[src/brs_pkg.sv]
// Constants and types shared by the reclose sequencer
package brs_pkg;

	// ==================================================================
	// Clock and timing
	localparam longint unsigned CLK_HZ         = 64'd50_000_000;
	localparam longint unsigned CYC_PER_MS     = CLK_HZ / 64'd1000;
	localparam longint unsigned DEAD_FAST_MS   = 64'd200;
	localparam longint unsigned DEAD_SLOW_MS   = 64'd60_000;
	localparam longint unsigned SHOT_RECL_MS   = 64'd10_000;
	localparam longint unsigned SEQ_RECL_MS    = 64'd10_000;
	localparam longint unsigned DEAD_FAST_CYCL = DEAD_FAST_MS * CYC_PER_MS;
	localparam longint unsigned DEAD_SLOW_CYCL = DEAD_SLOW_MS * CYC_PER_MS;
	localparam longint unsigned SHOT_RECL_CYCL = SHOT_RECL_MS * CYC_PER_MS;
	localparam longint unsigned SEQ_RECL_CYCL  = SEQ_RECL_MS * CYC_PER_MS;

	// ==================================================================
	// Sizes
	localparam int NUM_REQ  = 5;
	localparam int NUM_SHOT = 2;
	localparam int NUM_DEAD = NUM_REQ * NUM_SHOT;

	// ==================================================================
	// Register offsets
	localparam logic [7:0] A_CTRL   = 8'h00;
	localparam logic [7:0] A_SHOTEN = 8'h04;
	localparam logic [7:0] A_SHREC  = 8'h08;
	localparam logic [7:0] A_SQREC  = 8'h0C;
	localparam logic [7:0] A_STATUS = 8'h10;
	localparam logic [7:0] A_IRQST  = 8'h14;
	localparam logic [7:0] A_IRQMSK = 8'h18;
	localparam logic [7:0] A_DEAD0  = 8'h20;
	localparam logic [7:0] A_DEADN  = 8'h44;

	// ==================================================================
	// Field positions and reset values
	localparam int CTRL_EN    = 0;
	localparam int CTRL_FINSQ = 1;
	localparam logic [1:0] CTRL_RST   = 2'h3;
	localparam logic [9:0] SHOTEN_RST = 10'h3FF;
	localparam int EV_START = 0;
	localparam int EV_ADV   = 1;
	localparam int EV_FINAL = 2;
	localparam int EV_LOCK  = 3;
	localparam int EV_FAIL  = 4;
	localparam int EV_READY = 5;
	localparam int NUM_EV   = 6;

	// ==================================================================
	// Sequencer states
	typedef enum logic [7:0] {
		S_IDLE  = 8'h01,
		S_WOPEN = 8'h02,
		S_DEAD  = 8'h04,
		S_CLOSE = 8'h08,
		S_RECL  = 8'h10,
		S_SEQR  = 8'h20,
		S_FINAL = 8'h40,
		S_LOCK  = 8'h80
	} brs_state_e;

	// Pins from protection stages and breaker object
	typedef struct packed {
		logic [NUM_REQ-1:0] trip;
		logic               crit;
		logic               brkOpen;
		logic               brkClosed;
		logic               ackOk;
		logic               ackFail;
		logic               extRst;
	} brs_pins_s;

endpackage : brs_pkg

[src/brs_sequencer.sv]
// Breaker reclose sequencer with register port and interrupt
//
// The plain strobed port and the address map are this design's own decisions.
`timescale 1ns/1ps
module brs_sequencer
	import brs_pkg::*;
#(
	parameter logic [31:0] DEAD_FAST_CYC = 32'(DEAD_FAST_CYCL),
	parameter logic [31:0] DEAD_SLOW_CYC = 32'(DEAD_SLOW_CYCL),
	parameter logic [31:0] SHOT_RECL_CYC = 32'(SHOT_RECL_CYCL),
	parameter logic [31:0] SEQ_RECL_CYC  = 32'(SEQ_RECL_CYCL)
) (
	// Clock and reset
	input  wire logic                sys_clk,
	input  wire logic                rstn,
	// Register port
	input  wire logic [7:0]          regAddr,
	input  wire logic [31:0]         regWrData,
	input  wire logic                regWr,
	input  wire logic                regRd,
	output logic      [31:0]         regRdData,
	// Protection requests
	input  wire logic [NUM_REQ-1:0]  reqTrip,
	input  wire logic                critReq,
	// Breaker object
	input  wire logic                brkOpen,
	input  wire logic                brkClosed,
	input  wire logic                objAckOk,
	input  wire logic                objAckFail,
	input  wire logic                lockResetIn,
	output logic                     closeCmd,
	output logic                     openCmd,
	// Sequence indications
	output logic                     sequenceActive,
	output logic [NUM_REQ-1:0]       requestPending,
	output logic [NUM_SHOT-1:0]      shotActive,
	output logic                     sequenceReclaimActive,
	output logic                     lockOutState,
	output logic                     irq
);

	// ==================================================================
	// State
	typedef struct packed {
		brs_pins_s                s1;
		brs_pins_s                s2;
		brs_pins_s                s3;
		brs_state_e               st;
		logic [2:0]               req;
		logic                     shot;
		logic [31:0]              tmr;
		logic [1:0]               ctrl;
		logic [NUM_DEAD-1:0]      shotEn;
		logic [31:0]              shRec;
		logic [31:0]              sqRec;
		logic [NUM_DEAD-1:0][31:0] dead;
		logic [NUM_EV-1:0]        irqSt;
		logic [NUM_EV-1:0]        irqMsk;
		logic [31:0]              rdData;
		logic                     closeCmd;
		logic                     openCmd;
		logic                     seqAct;
		logic [NUM_REQ-1:0]       reqPend;
		logic [NUM_SHOT-1:0]      shotAct;
		logic                     seqRecAct;
		logic                     lockOut;
		logic                     irq;
	} brs_regs_s;

	brs_regs_s          q;
	brs_regs_s          next_q;
	brs_pins_s          pinsIn;
	brs_pins_s          p;
	logic [NUM_EV-1:0]  ev;
	logic               hit;
	logic [2:0]         pick;
	logic               tmrDone;
	logic               closedRise;
	logic               doStart;
	logic               goFinal;
	logic               goLock;
	logic [NUM_EV-1:0]  w1c;

	// ==================================================================
	// Functions
	// Highest priority tripping request, first one wins
	function automatic logic [2:0] firstReq(input logic [NUM_REQ-1:0] t);
		firstReq = 3'h0;
		for (int i = NUM_REQ - 1; i >= 0; i--) begin
			if (t[i]) begin
				firstReq = 3'(i);
			end
		end
	endfunction : firstReq

	// Enable bit of a shot in a request's shot list
	function automatic logic shotOn(input logic [NUM_DEAD-1:0] en,
		input logic [2:0] r, input logic s);
		shotOn = en[4'(r) * 4'(NUM_SHOT) + 4'(s)];
	endfunction : shotOn

	// Dead time register index of a request and shot
	function automatic logic [3:0] deadIdx(input logic [2:0] r,
		input logic s);
		deadIdx = 4'(r) * 4'(NUM_SHOT) + 4'(s);
	endfunction : deadIdx

	// One-hot mask of a request
	function automatic logic [NUM_REQ-1:0] reqMask(input logic [2:0] r);
		reqMask = NUM_REQ'(1) << r;
	endfunction : reqMask

	// ==================================================================
	// Pin bundle
	assign pinsIn = '{trip: reqTrip, crit: critReq, brkOpen: brkOpen,
		brkClosed: brkClosed, ackOk: objAckOk, ackFail: objAckFail,
		extRst: lockResetIn};
	assign p = q.s2;

	// ==================================================================
	// Next state
	always_comb begin
		next_q = q;
		ev = '0;
		doStart = 1'b0;
		goFinal = 1'b0;
		goLock = 1'b0;
		w1c = '0;
		// Two-stage pin synchroniser, third stage for edges
		next_q.s1 = pinsIn;
		next_q.s2 = q.s1;
		next_q.s3 = q.s2;
		closedRise = p.brkClosed & ~q.s3.brkClosed;
		hit = |p.trip;
		pick = firstReq(p.trip);
		tmrDone = (q.tmr == 32'h0000_0000);
		next_q.tmr = tmrDone ? 32'h0000_0000 : q.tmr - 32'h0000_0001;

		// Sequencer
		case (q.st)
			S_IDLE: begin
				if (q.ctrl[CTRL_EN] && hit) begin
					doStart = 1'b1;
				end
			end
			S_WOPEN: begin
				if (p.ackFail) begin
					goLock = 1'b1;
					ev[EV_FAIL] = 1'b1;
				end else if (p.brkOpen && !p.trip[q.req]) begin
					// dead time after open and release
					next_q.st = S_DEAD;
					next_q.tmr = q.dead[deadIdx(q.req, q.shot)];
				end
			end
			S_DEAD: begin
				if (tmrDone) begin
					next_q.st = S_CLOSE;
				end
			end
			S_CLOSE: begin
				if (p.ackFail) begin
					goLock = 1'b1;
					ev[EV_FAIL] = 1'b1;
				end else if (p.brkClosed) begin
					next_q.st = S_RECL;
					next_q.tmr = q.shRec;
				end
			end
			S_RECL: begin
				if (hit) begin
					if (!q.shot && shotOn(q.shotEn, pick, 1'b1)) begin
						next_q.st = S_WOPEN;
						next_q.req = pick;
						next_q.shot = 1'b1;
						next_q.reqPend = reqMask(pick);
						next_q.shotAct = 2'b10;
						ev[EV_ADV] = 1'b1;
					end else begin
						goFinal = 1'b1;
					end
				end else if (tmrDone) begin
					next_q.seqAct = 1'b0;
					next_q.reqPend = '0;
					next_q.shotAct = '0;
					next_q.tmr = q.sqRec;
					if (q.sqRec == 32'h0000_0000) begin
						next_q.st = S_IDLE;
						ev[EV_READY] = 1'b1;
					end else begin
						next_q.st = S_SEQR;
					end
				end
			end
			S_SEQR: begin
				if (hit) begin
					if (q.ctrl[CTRL_FINSQ]) begin
						goFinal = 1'b1;
					end else begin
						doStart = q.ctrl[CTRL_EN];
					end
				end else if (tmrDone) begin
					next_q.st = S_IDLE;
					ev[EV_READY] = 1'b1;
				end
			end
			S_FINAL: begin
				if (p.ackFail) begin
					ev[EV_FAIL] = 1'b1;
				end
				if (p.ackFail || p.ackOk || p.brkOpen) begin
					goLock = 1'b1;
				end
			end
			S_LOCK: begin
				// leave by reset input or close
				if (p.extRst || closedRise) begin
					next_q.st = S_IDLE;
				end
			end
			default: begin
				next_q.st = S_IDLE;
			end
		endcase

		// first trip sets all three flags when a shot of the request is enabled
		// shot list of the chosen request
		if (doStart) begin
			next_q.req = pick;
			next_q.seqAct = 1'b1;
			next_q.reqPend = reqMask(pick);
			ev[EV_START] = 1'b1;
			if (shotOn(q.shotEn, pick, 1'b0)) begin
				next_q.st = S_WOPEN;
				next_q.shot = 1'b0;
				next_q.shotAct = 2'b01;
			end else if (shotOn(q.shotEn, pick, 1'b1)) begin
				next_q.st = S_WOPEN;
				next_q.shot = 1'b1;
				next_q.shotAct = 2'b10;
			end else begin
				goFinal = 1'b1;
			end
		end

		if (p.crit && q.st != S_LOCK && q.st != S_FINAL) begin
			goFinal = 1'b1;
			goLock = 1'b0;
		end

		if (goFinal) begin
			next_q.st = S_FINAL;
			ev[EV_FINAL] = 1'b1;
		end
		if (goLock) begin
			next_q.st = S_LOCK;
			ev[EV_LOCK] = 1'b1;
		end
		if (goFinal || goLock) begin
			next_q.seqAct = 1'b0;
			next_q.reqPend = '0;
			next_q.shotAct = '0;
		end

		// Outputs follow the state being entered
		next_q.closeCmd = (next_q.st == S_CLOSE);
		next_q.openCmd = (next_q.st == S_FINAL);
		next_q.seqRecAct = (next_q.st == S_SEQR);
		next_q.lockOut = (next_q.st == S_LOCK);

		// Register writes
		if (regWr) begin
			case (regAddr)
				A_CTRL: next_q.ctrl = regWrData[1:0];
				A_SHOTEN: next_q.shotEn = regWrData[NUM_DEAD-1:0];
				A_SHREC: next_q.shRec = regWrData;
				A_SQREC: next_q.sqRec = regWrData;
				A_IRQST: w1c = regWrData[NUM_EV-1:0];
				A_IRQMSK: next_q.irqMsk = regWrData[NUM_EV-1:0];
				default: begin
					if (regAddr >= A_DEAD0 && regAddr <= A_DEADN &&
						regAddr[1:0] == 2'b00) begin
						next_q.dead[4'((regAddr - A_DEAD0) >> 2)] =
							regWrData;
					end
				end
			endcase
		end
		// Sticky events, a new event wins over the clear
		next_q.irqSt = (q.irqSt & ~w1c) | ev;
		next_q.irq = |(next_q.irqSt & next_q.irqMsk);

		// Register reads, data in the following cycle only
		next_q.rdData = 32'h0000_0000;
		if (regRd) begin
			case (regAddr)
				A_CTRL: next_q.rdData = 32'(q.ctrl);
				A_SHOTEN: next_q.rdData = 32'(q.shotEn);
				A_SHREC: next_q.rdData = q.shRec;
				A_SQREC: next_q.rdData = q.sqRec;
				A_STATUS: next_q.rdData = 32'({q.lockOut, q.seqRecAct,
					q.seqAct, q.shotAct, q.reqPend, q.st});
				A_IRQST: next_q.rdData = 32'(q.irqSt);
				A_IRQMSK: next_q.rdData = 32'(q.irqMsk);
				default: begin
					if (regAddr >= A_DEAD0 && regAddr <= A_DEADN &&
						regAddr[1:0] == 2'b00) begin
						next_q.rdData = q.dead[4'((regAddr - A_DEAD0) >> 2)];
					end
				end
			endcase
		end
	end

	// ==================================================================
	// State register
	always_ff @(posedge sys_clk or negedge rstn) begin
		if (!rstn) begin
			q <= '0;
			q.st <= S_IDLE;
			q.ctrl <= CTRL_RST;
			q.shotEn <= SHOTEN_RST;
			q.shRec <= SHOT_RECL_CYC;
			q.sqRec <= SEQ_RECL_CYC;
			for (int i = 0; i < NUM_DEAD; i++) begin
				q.dead[i] <= (i % NUM_SHOT == 0) ? DEAD_FAST_CYC
					: DEAD_SLOW_CYC;
			end
		end else begin
			q <= next_q;
		end
	end

	// Outputs
	assign regRdData = q.rdData;
	assign closeCmd = q.closeCmd;
	assign openCmd = q.openCmd;
	assign sequenceActive = q.seqAct;
	assign requestPending = q.reqPend;
	assign shotActive = q.shotAct;
	assign sequenceReclaimActive = q.seqRecAct;
	assign lockOutState = q.lockOut;
	assign irq = q.irq;
endmodule : brs_sequencer

[config.mk]
export PLATFORM = sky130hd
export DESIGN_NAME = brs_sequencer
export DESIGN_NICKNAME = d
export VERILOG_FILES = /design/src/brs_pkg.sv /design/src/brs_sequencer.sv
export SDC_FILE = /design/constraint.sdc
export NUM_CORES = 1
export LEC_CHECK = 0
export BUFFER_PORTS_ARGS = -buffer_cell sky130_fd_sc_hd__buf_2
export CAP_MARGIN = 30
export CORE_MARGIN = 10
export CORE_UTILIZATION = 39
export DETAILED_ROUTE_END_ITERATION = 10
export HOLD_SLACK_MARGIN = 0.06
export PLACE_DENSITY = 0.54
export SLEW_MARGIN = 40
export SYNTH_ARGS = -nofsm -noshare
export SYNTH_HDL_FRONTEND = slang
export SYNTH_SLANG_ARGS = --single-unit
[constraint.sdc]
create_clock -name sys_clk -period 3.5 [get_ports sys_clk]
set_clock_uncertainty 0.05 [all_clocks]
set_input_delay 0.7 -clock sys_clk [delete_from_list [all_inputs] [get_ports sys_clk]]
set_output_delay 0.7 -clock sys_clk [all_outputs]
set_load 0.01 [all_outputs]
# == Yosys cells after proc, flatten, opt, wreduce, memory -nomap -nowiden ==
# Index checks and enable logic that the tools add are counted.
# op_classes
addsub,4
order_cmp,8
n_eq_ne,22
shift,1
muxes,94
n_bitwise,7
n_reduce_logical,38
# ops
operator,n
2-to-1 mux 32 bit,12
bitwise mux 320 bit,1
binary-select mux 32 bit (select 4 bit),2
case mux 32 bit (7 select lines),1
2-to-1 mux 8 bit,18
demux 32 bit (select 4 bit),1
case mux 32 bit (3 select lines),1
logical NOT 32 bit,2
case mux 8 bit (7 select lines),1
"equality test 8 x 4 -> 1 bit, second input constant",4
"equality test 8 x 5 -> 1 bit, second input constant",4
2-to-1 mux 1 bit,32
"subtractor 32 x 1 -> 32 bit, second input constant",1
2-to-1 mux 6 bit,5
2-to-1 mux 12 bit,2
"less-than comparator 4 x 5 -> 1 bit, second input constant",4
"equality test 8 x 3 -> 1 bit, second input constant",2
"equality test 8 x 6 -> 1 bit, second input constant",2
"equality test 8 x 7 -> 1 bit, second input constant",2
"equality test 8 bit, second input constant",2
2-to-1 mux 3 bit,5
2-to-1 mux 7 bit,2
bitwise AND 6 bit,2
AND reduction 3 bit,4
other kinds (36),62
# word_totals
ff_bits,520
inputBits,55
out_inout_bits,45
elab_cells,218

# == Logic depth before layout (Yosys ltp) ==
# depth
ltp_word,20
ltp_mapped,10
mapped_depth_nobuf,9

# == Least setup slack after synthesis ==
# No wires, ideal clock.
# synth_timing
kind,in2reg
from,input regAddr[1]
to,"register q, in the netlist irq"
setup_ns,0.134
arrival_time_ns,2.796
path_slack_ns,0.520
cell_stages,8
path_buffers,1
cell_sequence,or4_1 -> nor2_1 -> and3_1 -> clkbuf_1 -> mux2_2 -> and2_1 -> a221o_1 -> nand4b_1
# synth_rtl
element,line,rtl
start: declaration,brs_sequencer.sv:17,"input wire logic [7:0] regAddr,"
end signal: assignment,brs_sequencer.sv:330,q <= next_q;
end: declaration,brs_sequencer.sv:70,brs_regs_s q;

==> impl_metrics.ini <==
[die]
ioPinCount = 100
core_area_mm2 = 0.0683
die-area_mm2 = 0.0796
rows = 96
initial_core_util = 0.392
die_w_um = 282
die_y_um = 282

[yosys]
synth_edf_count = 0
ys_types = 72
synth_area_mm2 = 0.0268
yosys_warnings = 0
async_flop_share = 1.00
synth.area.top_cells = dfrtp_1, mux2_2, dfstp_2
yosysTopAreaCell = dfrtp_1
synth_top_area_share = 0.356
syn_nets = 2169
synth.yosys.seq_area_share = 0.492
synth_area_per_cell_um2 = 12.7
synthCells = 2113
ys.flop_type = dfrtp_1
ys_seq_elements = 520

[setup_path]
start_kind = flip-flop
end_kind = flip-flop
crit_fanout = 8
critPathKind = flip-flop to flip-flop
crit_arrival_ns = 3.70
crit_required_ns = 3.99

[clock_network]
path_clk_slew_ns = 0.06
post_cts_buffers = 0
clk_latency_ns = 0.63
clk_path_buf_depth = 3
cts_resized = 0
htreeDepth = 2
ctsHoldBuffers = 1
cts_tree = done
cts-root-buf = clkbuf_16
cts_sinks = 520
numCtsBuffers = 57

[detailed_routing]
routed_wl_um = 85400
drt_iter0_drc = 1381
drt_pass1_iterations = 6
final_antenna_net_count = 0
wl_per_cell_um = 27.7
vias = 18617
drc = 0
vias_per_cell = 6.03

[global_route]
grt_antenna_before_repair = 4
grtUsageTotal = 0.215
met1_usage = 0.288
busiest_layer = met2
grt_max_degree = 68
grt_overflow = 0
grtUsageMet2 = 0.351
grt_pass1_wl_um = 130000
grt_pass1_vias = 19560
gr-usage-met3 = 0.0398

[layout]
antenna_cells = 0
layout.nets = 2214
fillCellCount = 6168
layout_common_cells = mux2_2, dfrtp_1, dfstp_2
stdcell_area_mm2 = 0.0304
synthToLayoutAreaGrowth_pct = 13.6
mostFrequentLayoutCell = mux2_2
drive_gt1_frac = 0.460
utilization = 0.445

[power]
p_per_area_mw_per_mm2 = 506
ir_drop_uv = 329
p_leak_nw = 13.4

[timing]
rsz0062_at_grt = no
hold_slack_ns = 0.128
setup_viol = 0
fin_crit_ns = 3.21
worst_slew_pin_slew_ns = 0.902
fin_crit_sh = 0.916
drv_slew = 0
tns_ns = 0
finalHoldViolCount = 0
max_clock_freq_mhz = 312
worst_slack_ns = 0.294
maxSlewHeadroom = 0.399

[flow_run]
drv_cap = 0

[worst_hold_path]
hp-class = primary input to flip-flop

[outcome]
run_status = complete, no violations

[placed_design]
portBuffers = 99
placed_area_mm2 = 0.0285
place_ws_ns = 0.347
place_hpwl_um = 57100
place_congestion = 0.890
state kept, by name, summed over array words and instances (netlist names):
| register | flops |
|---|---|
| next_q | 22 |
| regRdData | 32 |
| sequenceActive | 1 |
| openCmd | 1 |
| shotActive | 2 |
| sequenceReclaimActive | 1 |
| lockOutState | 1 |
| requestPending | 5 |
| q | 453 |
| closeCmd | 1 |
| irq | 1 |
cell usage after synthesis, drive strengths merged (27+ instances only):
cell,n
buf,104
nand2,134
a21oi,88
mux4,129
dfrtp,381
a22oi,29
mux2,404
nor2,94
mux2i,74
o211ai,33
clkbuf,116
nor4,27
o21ai,111
dfstp,139
area by class of cell:
type	count	area, um^2	area share
multi-input combinational	1364	12600	0.415
timing repair buffer	206	1550	0.0510
clock inverter	19	205	0.00674
tap	882	1100	0.0363
inverter	9	33.8	0.00111
clock buffer	88	1710	0.0563
sequential	520	13200	0.433
cells by family (layout without fill, tap and decap cells):
kind of cell | Yosys count | count (layout) | share of synthesized area
muxes | 607 | 607 | 0.306
DFF | 520 | 520 | 0.492
and+or+nand+nor | 379 | 379 | 0.0698
AOI/OAI and AO/OA | 349 | 349 | 0.0841
buffers and inverters | 229 | 322 | 0.0386
xor gates and xnor gates | 28 | 28 | 0.00915
adders and majority gates | 1 | 1 | 0.000467
stage by stage:
step	instances	total power, W
2_1_floorplan	2113	0.00836
3_3_place_gp	2979	0.00924
3_5_place_dp	2980	0.00929
4_1_cts	3088	0.0155
5_1_grt	3088	0.0160
6_report	3088	0.0154
report_power, final:
part	switching [W]	internal [W]
logic	0.00133	0.00101
registers	0.000408	0.00647
clock network	0.00255	0.00365
layer usage:
metal,wire length (um),vias to the layer above
met5,20,-
met4,2370,2
met3,5070,159
met2,40700,617
met1,37300,9885
li1,-,7954
worst max-delay path: stages, from the launching register on:
cell and delay, ns:
dfrtp_1 0.50, or4_1 0.73, a2111oi_4 0.32, or2b_2 0.26, nor4b_2 0.26, a21oi_1 0.11
or4_1 0.65, a211oi_2 0.24
path summary, 6_finish.rpt:
path / slack, ns / endpoint / from / cells past startpoint
min in group asynchronous: 0.55 / next_q[509] / rstn / 2
worst min-delay path: 0.13 / next_q[508] / lockResetIn / 1
max in group asynchronous: 1.69 / q[112] / rstn / 4
worst min register to register: 0.30 / next_q[507] / next_q[518] / 0
worst max-delay path: 0.29 / q[491] / q[492] / 7
worst max register to register: 0.29 / q[491] / q[492] / 7
(Power assumes the default switching activity.)
